--- src/common/gpiop_pkg.sv ---
// constants, carrier structs and helpers for the port block
// assumes one 100 MHz clock and an apb master with 32-bit data
package gpiop_pkg;
  // register indices; byte address is four times the index
  localparam logic [9:0] IDX_PORT_A = 10'h005;
  localparam logic [9:0] IDX_PORT_D = 10'h008;
  localparam logic [9:0] IDX_PORT_E = 10'h009;
  localparam logic [9:0] IDX_CMP_CTL = 10'h01f;
  localparam logic [9:0] IDX_DIR_A = 10'h085;
  localparam logic [9:0] IDX_DIR_D = 10'h088;
  localparam logic [9:0] IDX_CTL_E = 10'h089;
  localparam logic [9:0] IDX_REF_CTL = 10'h09f;
  // fields of port_e_control_direction
  localparam int E_IBF = 7;
  localparam int E_OBF = 6;
  localparam int E_INPUT_OVERRUN_FLAG = 5;
  localparam int E_PSP = 4;
  // field of reference_control: reference drives port_a_bit2
  localparam int REF_OE = 6;
  // comparator mode codes
  localparam logic [2:0] CM_OFF = 3'h7;
  localparam logic [2:0] CM_PINOUT = 3'h6;
  // values after reset
  localparam logic [5:0] RST_DIR_A = 6'h3f;
  localparam logic [7:0] RST_DIR_D = 8'hff;
  localparam logic [7:0] RST_CTL_E = 8'h07;
  localparam logic [2:0] RST_CMP = 3'h0;
  localparam logic [7:0] RST_REF = 8'h00;
  localparam logic [7:0] RST_LAT = 8'h00;
  // apb request from the master
  typedef struct packed {
    logic psel;
    logic penable;
    logic pwrite;
    logic [11:0] paddr;
    logic [31:0] pwdata;
    logic [3:0] pstrb;
  } gpiop_apb_req_t;
  // apb answer to the master
  typedef struct packed {
    logic [31:0] prdata;
    logic pready;
    logic pslverr;
  } gpiop_apb_rsp_t;
  // word index of an aligned byte address
  function automatic logic [9:0] reg_index(input logic [11:0] a);
    return a[11:2];
  endfunction
  // merge written bits over sampled pin levels
  function automatic logic [7:0] rmw(input logic [7:0] pins,
    input logic [7:0] wdata, input logic [7:0] mask);
    return (pins & ~mask) | (wdata & mask);
  endfunction
endpackage

--- src/verilog/gpiop_top.sv ---
// port a, port d with parallel slave mode, port e strobes
// assumes apb master on clock; pins and comparator results synchronous
//
// The APB slave port was left to the implementer.
`timescale 1ns/1ns
`default_nettype none
module gpiop_top
  import gpiop_pkg::*;
(
  input wire logic clock,
  input wire logic rst_n,
  input wire gpiop_pkg::gpiop_apb_req_t apb_req,
  output var gpiop_pkg::gpiop_apb_rsp_t apb_rsp,
  input wire logic [1:0] cmp_result,
  input wire logic [5:0] port_a_in,
  output logic [5:0] port_a_out,
  output logic [5:0] port_a_oe,
  input wire logic [7:0] port_d_in,
  output logic [7:0] port_d_out,
  output logic [7:0] port_d_oe,
  input wire logic [2:0] port_e_in,
  output logic [2:0] port_e_out,
  output logic [2:0] port_e_oe
);
  // all state of the block
  typedef struct packed {
    logic [5:0] a_lat;
    logic [5:0] a_dir;
    logic [7:0] d_lat;
    logic [7:0] d_dir;
    logic [2:0] e_lat;
    logic [7:0] e_ctl;
    logic [2:0] cmp_mode;
    logic [7:0] ref_ctl;
    logic [5:0] a_out;
    logic [5:0] a_oe;
    logic [7:0] d_out;
    logic [7:0] d_oe;
    logic [2:0] e_out;
    logic [2:0] e_oe;
  } gpiop_state_t;
  gpiop_state_t q, d;

  // bus side
  logic hit;
  logic wr_go;
  logic rd_go;
  logic [7:0] rdata;
  logic [9:0] idx;
  logic [7:0] wmask;
  logic [7:0] wbyte;
  // slave port strobes
  logic psp_on;
  logic rd_sel;
  logic wr_sel;
  logic rd_end;
  logic wr_end;
  // port a helpers
  logic [5:0] a_analog;
  logic [5:0] a_read;

  assign idx = reg_index(apb_req.paddr);
  assign wbyte = apb_req.pwdata[7:0];
  assign psp_on = q.e_ctl[E_PSP];

  // apb slave front end
  gpiop_apb u_apb
  (
    .clock(clock),
    .rst_n(rst_n),
    .req(apb_req),
    .hit(hit),
    .rdata(rdata),
    .rsp(apb_rsp),
    .wr_go(wr_go),
    .rd_go(rd_go)
  );

  // slave port strobes come from the port e pins
  gpiop_strobe u_strobe
  (
    .clock(clock),
    .rst_n(rst_n),
    .enable(psp_on),
    .rd_n(port_e_in[0]),
    .wr_n(port_e_in[1]),
    .cs_n(port_e_in[2]),
    .rd_sel(rd_sel),
    .wr_sel(wr_sel),
    .rd_end(rd_end),
    .wr_end(wr_end)
  );

  // second byte lane, when written, picks the bits to modify
  always_comb
  begin
    if (apb_req.pstrb[1])
      wmask = apb_req.pwdata[15:8];
    else
      wmask = 8'hff;
  end

  // pins taken as analog comparator inputs for each mode
  always_comb
  begin
    unique case (q.cmp_mode)
      CM_OFF: a_analog = 6'h00;
      CM_PINOUT: a_analog = 6'h03;
      default: a_analog = 6'h0f; // reset mode: inputs grounded
    endcase
  end

  // analog pins read as zero, the rest give pin levels
  assign a_read = port_a_in & ~a_analog;

  // address decode and read mux
  always_comb
  begin
    hit = (apb_req.paddr[1:0] == 2'b00);
    rdata = 8'h00;
    unique case (idx)
      IDX_PORT_A: rdata = {2'b00, a_read};
      // slave mode reads the buffer, otherwise the pins
      IDX_PORT_D: rdata = psp_on ? q.d_lat : port_d_in;
      // strobe pins read as inputs in slave mode
      IDX_PORT_E: rdata = {5'h00, port_e_in};
      IDX_CMP_CTL: rdata = {cmp_result, 3'b000, q.cmp_mode};
      IDX_DIR_A: rdata = {2'b00, q.a_dir};
      IDX_DIR_D: rdata = q.d_dir;
      // bit 3 reads zero
      IDX_CTL_E: rdata = {q.e_ctl[7:4], 1'b0, q.e_ctl[2:0]};
      IDX_REF_CTL: rdata = q.ref_ctl;
      default: hit = 1'b0; // unmapped index answers with pslverr
    endcase
  end

  // next state: registers, slave port, pin drivers
  always_comb
  begin
    logic [7:0] merged;
    logic [7:0] ctl;
    merged = 8'h00;
    ctl = 8'h00;
    d = q;

    // software writes; merge is taken over the sampled pins, over the buffer for port d in slave mode
    if (wr_go)
    begin
      unique case (idx)
        IDX_PORT_A:
        begin
          merged = rmw({2'b00, a_read}, wbyte, wmask);
          d.a_lat = merged[5:0];
        end
        IDX_PORT_D:
        begin
          merged = rmw(psp_on ? q.d_lat : port_d_in, wbyte, wmask);
          d.d_lat = merged;
          if (psp_on)
            d.e_ctl[E_OBF] = 1'b1; // byte waits for the host
        end
        IDX_PORT_E:
        begin
          merged = rmw({5'h00, port_e_in}, wbyte, wmask);
          d.e_lat = merged[2:0];
        end
        IDX_CMP_CTL:
          d.cmp_mode = wbyte[2:0];
        IDX_DIR_A:
          d.a_dir = wbyte[5:0];
        IDX_DIR_D:
          d.d_dir = wbyte;
        IDX_CTL_E:
        begin
          // full flags are read only, overrun clears on zero
          ctl = rmw(q.e_ctl, wbyte, wmask);
          d.e_ctl[E_PSP] = ctl[E_PSP];
          d.e_ctl[2:0] = ctl[2:0];
          if (!ctl[E_INPUT_OVERRUN_FLAG])
            d.e_ctl[E_INPUT_OVERRUN_FLAG] = 1'b0;
        end
        IDX_REF_CTL:
          d.ref_ctl = wbyte;
        default:
          d.ref_ctl = q.ref_ctl; // unmapped: nothing stored
      endcase
    end

    // software read of the buffer empties it
    if (rd_go && idx == IDX_PORT_D && psp_on)
      d.e_ctl[E_IBF] = 1'b0;

    // host write: track the byte while the strobe is low
    if (wr_sel)
      d.d_lat = port_d_in;
    // end of host write: full, overrun if still full; set wins
    if (wr_end)
    begin
      if (q.e_ctl[E_IBF])
        d.e_ctl[E_INPUT_OVERRUN_FLAG] = 1'b1;
      d.e_ctl[E_IBF] = 1'b1;
    end
    // end of host read: buffer taken by the host; a new byte in the same cycle wins
    if (rd_end && !(wr_go && idx == IDX_PORT_D && psp_on))
      d.e_ctl[E_OBF] = 1'b0;

    // port a drivers: direction one floats the pin
    d.a_out = q.a_lat;
    d.a_oe = ~q.a_dir;
    // comparator results replace latch on bits 3 and 4
    if (q.cmp_mode == CM_PINOUT)
    begin
      d.a_out[3] = cmp_result[0];
      d.a_out[4] = cmp_result[1];
    end
    // bit 4 only pulls low
    d.a_oe[4] = ~q.a_dir[4] & ~d.a_out[4];
    d.a_out[4] = 1'b0;
    // reference takes bit 2; its drive is outside this logic
    if (q.ref_ctl[REF_OE])
      d.a_oe[2] = 1'b0;

    // port d drivers
    if (psp_on)
    begin
      d.d_out = q.d_lat;
      d.d_oe = {8{rd_sel}};
    end
    else
    begin
      d.d_out = q.d_lat;
      d.d_oe = ~q.d_dir;
    end

    // port e drivers; strobes are inputs in slave mode
    d.e_out = q.e_lat;
    if (psp_on)
      d.e_oe = 3'b000;
    else
      d.e_oe = ~q.e_ctl[2:0];
  end

  // state register with reset values
  always_ff @(posedge clock or negedge rst_n)
  begin
    if (!rst_n)
    begin
      q.a_lat <= RST_LAT[5:0];
      q.a_dir <= RST_DIR_A;
      q.d_lat <= RST_LAT;
      q.d_dir <= RST_DIR_D;
      q.e_lat <= RST_LAT[2:0];
      q.e_ctl <= RST_CTL_E;
      q.cmp_mode <= RST_CMP;
      q.ref_ctl <= RST_REF;
      q.a_out <= 6'h00;
      q.a_oe <= 6'h00;
      q.d_out <= 8'h00;
      q.d_oe <= 8'h00;
      q.e_out <= 3'b000;
      q.e_oe <= 3'b000;
    end
    else
    begin
      q <= d;
    end
  end

  // pin outputs straight from the state register
  assign port_a_out = q.a_out;
  assign port_a_oe = q.a_oe;
  assign port_d_out = q.d_out;
  assign port_d_oe = q.d_oe;
  assign port_e_out = q.e_out;
  assign port_e_oe = q.e_oe;
endmodule
`default_nettype wire

--- src/verilog/gpiop_apb.sv ---
// apb slave front end: one wait state, error on unmapped index
// assumes the top decodes the index and supplies read data
`timescale 1ns/1ns
`default_nettype none
module gpiop_apb
  import gpiop_pkg::*;
(
  input wire logic clock,
  input wire logic rst_n,
  input wire gpiop_pkg::gpiop_apb_req_t req,
  input wire logic hit,
  input wire logic [7:0] rdata,
  output var gpiop_pkg::gpiop_apb_rsp_t rsp,
  output logic wr_go,
  output logic rd_go
);
  // all state of the slave
  gpiop_apb_rsp_t q, d;

  // raise pready after the first access cycle, capture data there
  always_comb
  begin
    d = q;
    d.pready = req.psel & req.penable & ~q.pready;
    if (d.pready)
    begin
      d.pslverr = ~hit;
      d.prdata = (hit & ~req.pwrite) ? {24'h00_0000, rdata} : 32'h0000_0000;
    end
  end

  // state register
  always_ff @(posedge clock or negedge rst_n)
  begin
    if (!rst_n)
      q <= '0;
    else
      q <= d;
  end

  // commit strobes at the edge where pready is seen high
  assign wr_go = req.psel & req.penable & q.pready & req.pwrite & ~q.pslverr;
  assign rd_go = req.psel & req.penable & q.pready & ~req.pwrite & ~q.pslverr;
  assign rsp = q;
endmodule
`default_nettype wire

--- src/verilog/gpiop_strobe.sv ---
// decodes the slave port strobes and marks their ends
// assumes strobe pins are synchronous to clock
`timescale 1ns/1ns
`default_nettype none
module gpiop_strobe
(
  input wire logic clock,
  input wire logic rst_n,
  input wire logic enable,
  input wire logic rd_n,
  input wire logic wr_n,
  input wire logic cs_n,
  output logic rd_sel,
  output logic wr_sel,
  output logic rd_end,
  output logic wr_end
);
  // previous selected strobe levels
  typedef struct packed {
    logic rd;
    logic wr;
  } gpiop_stb_t;
  gpiop_stb_t q, d;

  // strobes count only while selected and in slave mode
  always_comb
  begin
    d.rd = enable & ~cs_n & ~rd_n;
    d.wr = enable & ~cs_n & ~wr_n;
  end

  // state register
  always_ff @(posedge clock or negedge rst_n)
  begin
    if (!rst_n)
      q <= '0;
    else
      q <= d;
  end

  assign rd_sel = d.rd;
  assign wr_sel = d.wr;
  // strobe ends when it leaves its active level
  assign rd_end = q.rd & ~d.rd;
  assign wr_end = q.wr & ~d.wr;
endmodule
`default_nettype wire

--- config.mk ---
export PLATFORM = sky130hd
export DESIGN_NAME = gpiop_top
export DESIGN_NICKNAME = d
export VERILOG_FILES = /design/src/common/gpiop_pkg.sv /design/src/verilog/gpiop_top.sv /design/src/verilog/gpiop_apb.sv /design/src/verilog/gpiop_strobe.sv
export SDC_FILE = /design/constraint.sdc
export NUM_CORES = 1
export LEC_CHECK = 0
export ABC_AREA = 1
export BUFFER_PORTS_ARGS = -buffer_cell sky130_fd_sc_hd__buf_2
export CAP_MARGIN = 0
export CORE_MARGIN = 5
export CORE_UTILIZATION = 40
export CTS_BUF_LIST = sky130_fd_sc_hd__clkbuf_2
export DETAILED_ROUTE_END_ITERATION = 7
export SLEW_MARGIN = 20
export SYNTH_ARGS = -nofsm -noshare
export SYNTH_HDL_FRONTEND = slang
export SYNTH_SLANG_ARGS = --single-unit
--- constraint.sdc ---
create_clock -name clock -period 4.82 [get_ports clock]
set_clock_uncertainty 0.2 [all_clocks]
set_input_delay 1.205 -clock clock [delete_from_list [all_inputs] [get_ports clock]]
set_output_delay 1.205 -clock clock [all_outputs]
set_load 0.01 [all_outputs]
# --- After elaboration in Yosys (flattened, before gate mapping) ---
# Cells that the tools add are included.
word_totals:
  ff_bits: 118
  latch_bits: 0
  ram_bits: 0
  mem_bits_ro: 0
  input_bits: 72
  output_inout_bits: 68
  n_memories: 0
op_classes:
  addsub: 0
  n_mul: 0
  div_mod_pow: 0
  magnitude_cmp: 0
  n_eq_ne: 10
  shifts: 0
  mux: 25
  n_bitwise: 40
  n_reduce_logical: 23
op_table:
  columns: ["cell", "n"]
  rows:
  - ["8-bit one-hot mux with 8 select lines", 1]
  - ["8-bit 2-to-1 mux", 7]
  - ["10-bit by 8-bit equality test with 1-bit output, second input constant", 4]
  - ["10-bit by 4-bit equality test with 1-bit output, second input constant", 2]
  - ["19-bit 2-to-1 mux", 1]
  - ["6-bit AND", 3]
  - ["8-bit AND", 2]
  - ["8-bit NOT", 2]
  - ["2-bit AND reduction", 8]
  - ["1-bit AND", 14]
  - ["6-bit NOT", 2]
  - ["6-bit bitwise OR", 2]
  - ["2-bit nonzero test", 6]
  - ["1-bit NOT", 11]
  - ["10-bit by 3-bit equality test with 1-bit output, second input constant", 1]
  - ["10-bit by 5-bit equality test with 1-bit output, second input constant", 1]
  - ["1-bit 2-to-1 mux", 10]
  - ["3-bit 2-to-1 mux", 3]
  - ["8-bit bitwise OR", 1]
  - ["4-bit one-hot mux with 2 select lines", 1]
  - ["8-bit OR reduction", 1]
  - ["3-bit equality test, second input constant", 2]
  - ["1-bit logical AND", 5]
  - ["2-bit 2-to-1 mux", 2]
  - ["other kinds (6)", 6]

# --- Depth between registers and ports, before layout ---
logic_depth:
  ltp_word: 10
  depth_mapped: 12
  ltp_nobuf: 12

# --- Hierarchy ---
# A second synthesis with hierarchy kept.
unflattened:
  hier_cells: 630
  area_unflattened_um2: 4968.5
modules_own_cells:
  columns: ["module", "n_inst", "cells_each", "area_per_inst_um2", "seq_area_each_um2"]
  rows:
  - ["gpiop_top", 1, 531, 4227.8, 2073.2]
  - ["gpiop_apb", 1, 86, 646.9, 250.2]
  - ["gpiop_strobe", 1, 13, 93.8, 50.0]

# --- Worst setup path before layout ---
# Ideal clock, no wire load.
synth_path:
  path_kind: "input port to flip-flop"
  start: "in apb_req[50] (netlist bit)"
  end: "reg q[40] (netlist bit)"
  arrival_ps: 2176
  path_slack_ps: 2326
  cell_stages: 6
  n_path_buf: 1
  cell_sequence: "nand3_1 -> nor3_4 -> nand4_4 -> buf_4 -> nand2_1 -> o21ai_2"
synth_between:
  elab_chain_cells: 5
synth_lines:
  columns: ["element", "line_no", "source"]
  rows:
  - ["start: declaration", "gpiop_top.sv:12", "input wire gpiop_pkg::gpiop_apb_req_t apb_req,"]
  - ["1-bit AND (4 in series)", "gpiop_apb.sv:42", "assign wr_go = req.psel & req.penable & q.pready & req.pwrite & ~q.pslverr;"]
  - ["2-bit AND reduction (no line)", null, null]
  - ["end: declaration", "gpiop_top.sv:42", "gpiop_state_t q, d;"]
# No other way between the ends.
# A chain may end at the register's enable or synchronous reset.

==> impl_metrics.tcl <==
set metrics [dict create \
    outcome "finished, final reports clean" \
    p_leak_nw 2.63 \
    initial_core_util 0.409 \
    tightest_slew_ns 0.791 \
    fin_nets 737 \
    finalInstanceArea_um2 5330 \
    cts_tree "done" \
    cp-start-kind "register" \
    cp_cell_sequence "inv_1 > nor3_4 > inv_1 > nand2_1 > inv_2 > nand2_1 > o311ai_0" \
    drtPass1Iterations 5 \
    cap_violations 0 \
    slew_viol_final 0 \
    vias_per_cell 4.79 \
    ys_seq_area_frac 0.481 \
    cp_data_arrival_time_ns 3.09 \
    antenna_found_initial 1 \
    final_common_cell "nand2_1" \
    die_y_um 121 \
    synth_top_area_cell "dfrtp_1" \
    syn_avg_cell_area_um2 8.18 \
    grt_max_degree 84 \
    nFillCells 1245 \
    timing.hold.ws_ns 0.203 \
    fin_crit_sh 0.595 \
    ant_nets 0 \
    tns_ns 0 \
    multiInputGateArea_um2 1940 \
    grt_pass1_vias 3916 \
    gp_congestion 0.956 \
    post-place-ws_ns 1.86 \
    seq_area_um2 2370 \
    min_period_ns 2.87 \
    cts_resized 0 \
    synthFlopType "dfrtp_1" \
    p_per_area_nw_per_um2 246 \
    routed_wl_mm 13.0 \
    final_cell_mix "184 x nand2_1, 94 x buf_2, 77 x dfrtp_1, 52 x o21ai_0, 51 x inv_1" \
    syn-cell-area_um2 4930 \
    final_util 0.442 \
    synth_seq_cells 94 \
    hold_buffers 0 \
    criticalPathCategory "reg2reg" \
    crit_buf_inv 3 \
    cts.clk_slew.worst_paths_ns 0.24 \
    vias 4019 \
    stdcell_count 839 \
    drc 0 \
    root_buffer "clkbuf_2" \
    drive_gt1_frac 0.257 \
    overflow 0 \
    portBuffers 95 \
    synthArstFlopShare 1.00 \
    wire_per_inst_um 15.5 \
    rsz0062_at_grt "false" \
    finalPower_mw 1.31 \
    hp-class "reg2reg" \
    track_usage 0.183 \
    cp_slowest_cell "dfrtp_1" \
    cts-buffers-inserted 9 \
    drt_iter0_drc 300 \
    syn_to_final_growth_pct 8.04 \
    fin_ws_ns 1.95 \
    post-cts-setup-buffers 0 \
    synth_top_area_frac 0.391 \
    crit_family "flip-flops" \
    synth.area.top_cells "dfrtp_1 39%, nand2_1 14%, dfstp_2 9.1%, buf_4 9.0%, o21ai_0 5.3%" \
    dpl_cell_area_um2 5220 \
    slew_headroom 0.472 \
    dp_hpwl_mm 10.0 \
    synth_warnings 0 \
    max_stage_delay_ns 0.91 \
    die_area_um2 14700 \
    h-tree-depth 3 \
    clk_latency_ns 0.56 \
    synth_edf_count 0 \
    max_freq_mhz 349 \
    cts.sinks 94 \
    path_max_fanout 23 \
    cp-end-kind "register" \
    max-vdd-ir-drop_mv 0.111 \
    ios 140 \
    syn_inst 603 \
    core_area_um2 12100 \
    finalSetupViolCount 0 \
    grt_pass1_wl_mm 20.6 \
    required_ns 5.04 \
    clockBufferDepth 2 \
    yosysUniqueCellTypes 32 \
    fp.dieW_um 121 \
    num_rows 40 \
    finalHoldViolations 0 \
    dp.cells 822 \
]
[cells by family (layout without fill, tap and decap cells)]
group | Yosys count | in the layout | share of synthesized area
other | 1 | 26 | 0.000760
AOI/OAI and AO/OA | 83 | 83 | 0.0984
muxes | 3 | 3 | 0.00685
buffers and inverters | 126 | 169 | 0.145
DFF | 94 | 94 | 0.481
and+or+nand+nor | 296 | 296 | 0.268
[synth_stat cells (all sizes together), types with 3 or more instances]
cell	number
nand2	190
dfrtp	77
o21ai	74
buf	65
nor2	60
inv	57
nand3	24
dfstp	17
nand4	11
nor3	9
clkbuf	4
mux2	3
[worst reg2reg max path: stages (launching register included)]
cell and delay, ns:
dfrtp_1 0.91, inv_1 0.45, nor3_4 0.38, inv_1 0.30
nand2_1 0.16, inv_2 0.14, nand2_1 0.09, o311ai_0 0.13
[routing by layer]
layer | share of wire | global-route usage | wire (µm) | vias up
met2 | 0.45 | 0.280 | 5900 | 145
met5 | 0 | 0 | 0 | -
met4 | 0.027 | 0.0800 | 353 | 0
met1 | 0.46 | 0.257 | 5980 | 1892
met3 | 0.059 | 0.0280 | 761 | 20
li1 | - | - | - | 1962
[cell type report]
class / instances / area share
antenna: 1 / 0.000469
clock buffer: 11 / 0.0103
clock inverter: 5 / 0.00939
inverter: 57 / 0.0401
multi-input combinational: 407 / 0.363
sequential: 94 / 0.445
tap: 168 / 0.0394
timing repair buffer: 96 / 0.0918
[where the power goes]
group	leakage, nW	switching (mW)	total, mW	internal (mW)
Combinational	1.42	0.0867	0.122	0.0352
Clock	0.0670	0.263	0.383	0.120
Sequential	1.14	0.00615	0.806	0.800
[final timing paths]
kind / slack (ns) / start / endpoint / cells past startpoint
min reg2reg: 0.20 / d[3] / port_e_out[0] / 0
min: 0.20 / d[3] / port_e_out[0] / 0
min in group asynchronous: 0.44 / rst_n / q[70] / 1
max: 1.95 / register / q[69] / 7
max in group asynchronous: 3.26 / rst_n / port_d_oe[3] / 2
max reg2reg: 1.95 / register / q[69] / 7
[registers in the layout (all words and copies together) (netlist names), named ones only]
register,count
port_a_oe,6
port_d_out,8
d,7
port_e_oe,3
q,38
port_d_oe,8
u_strobe.q,2
port_e_out,3
port_a_out,5
u_apb.rsp,10
No activity file was read; power rests on OpenSTA's default activity.
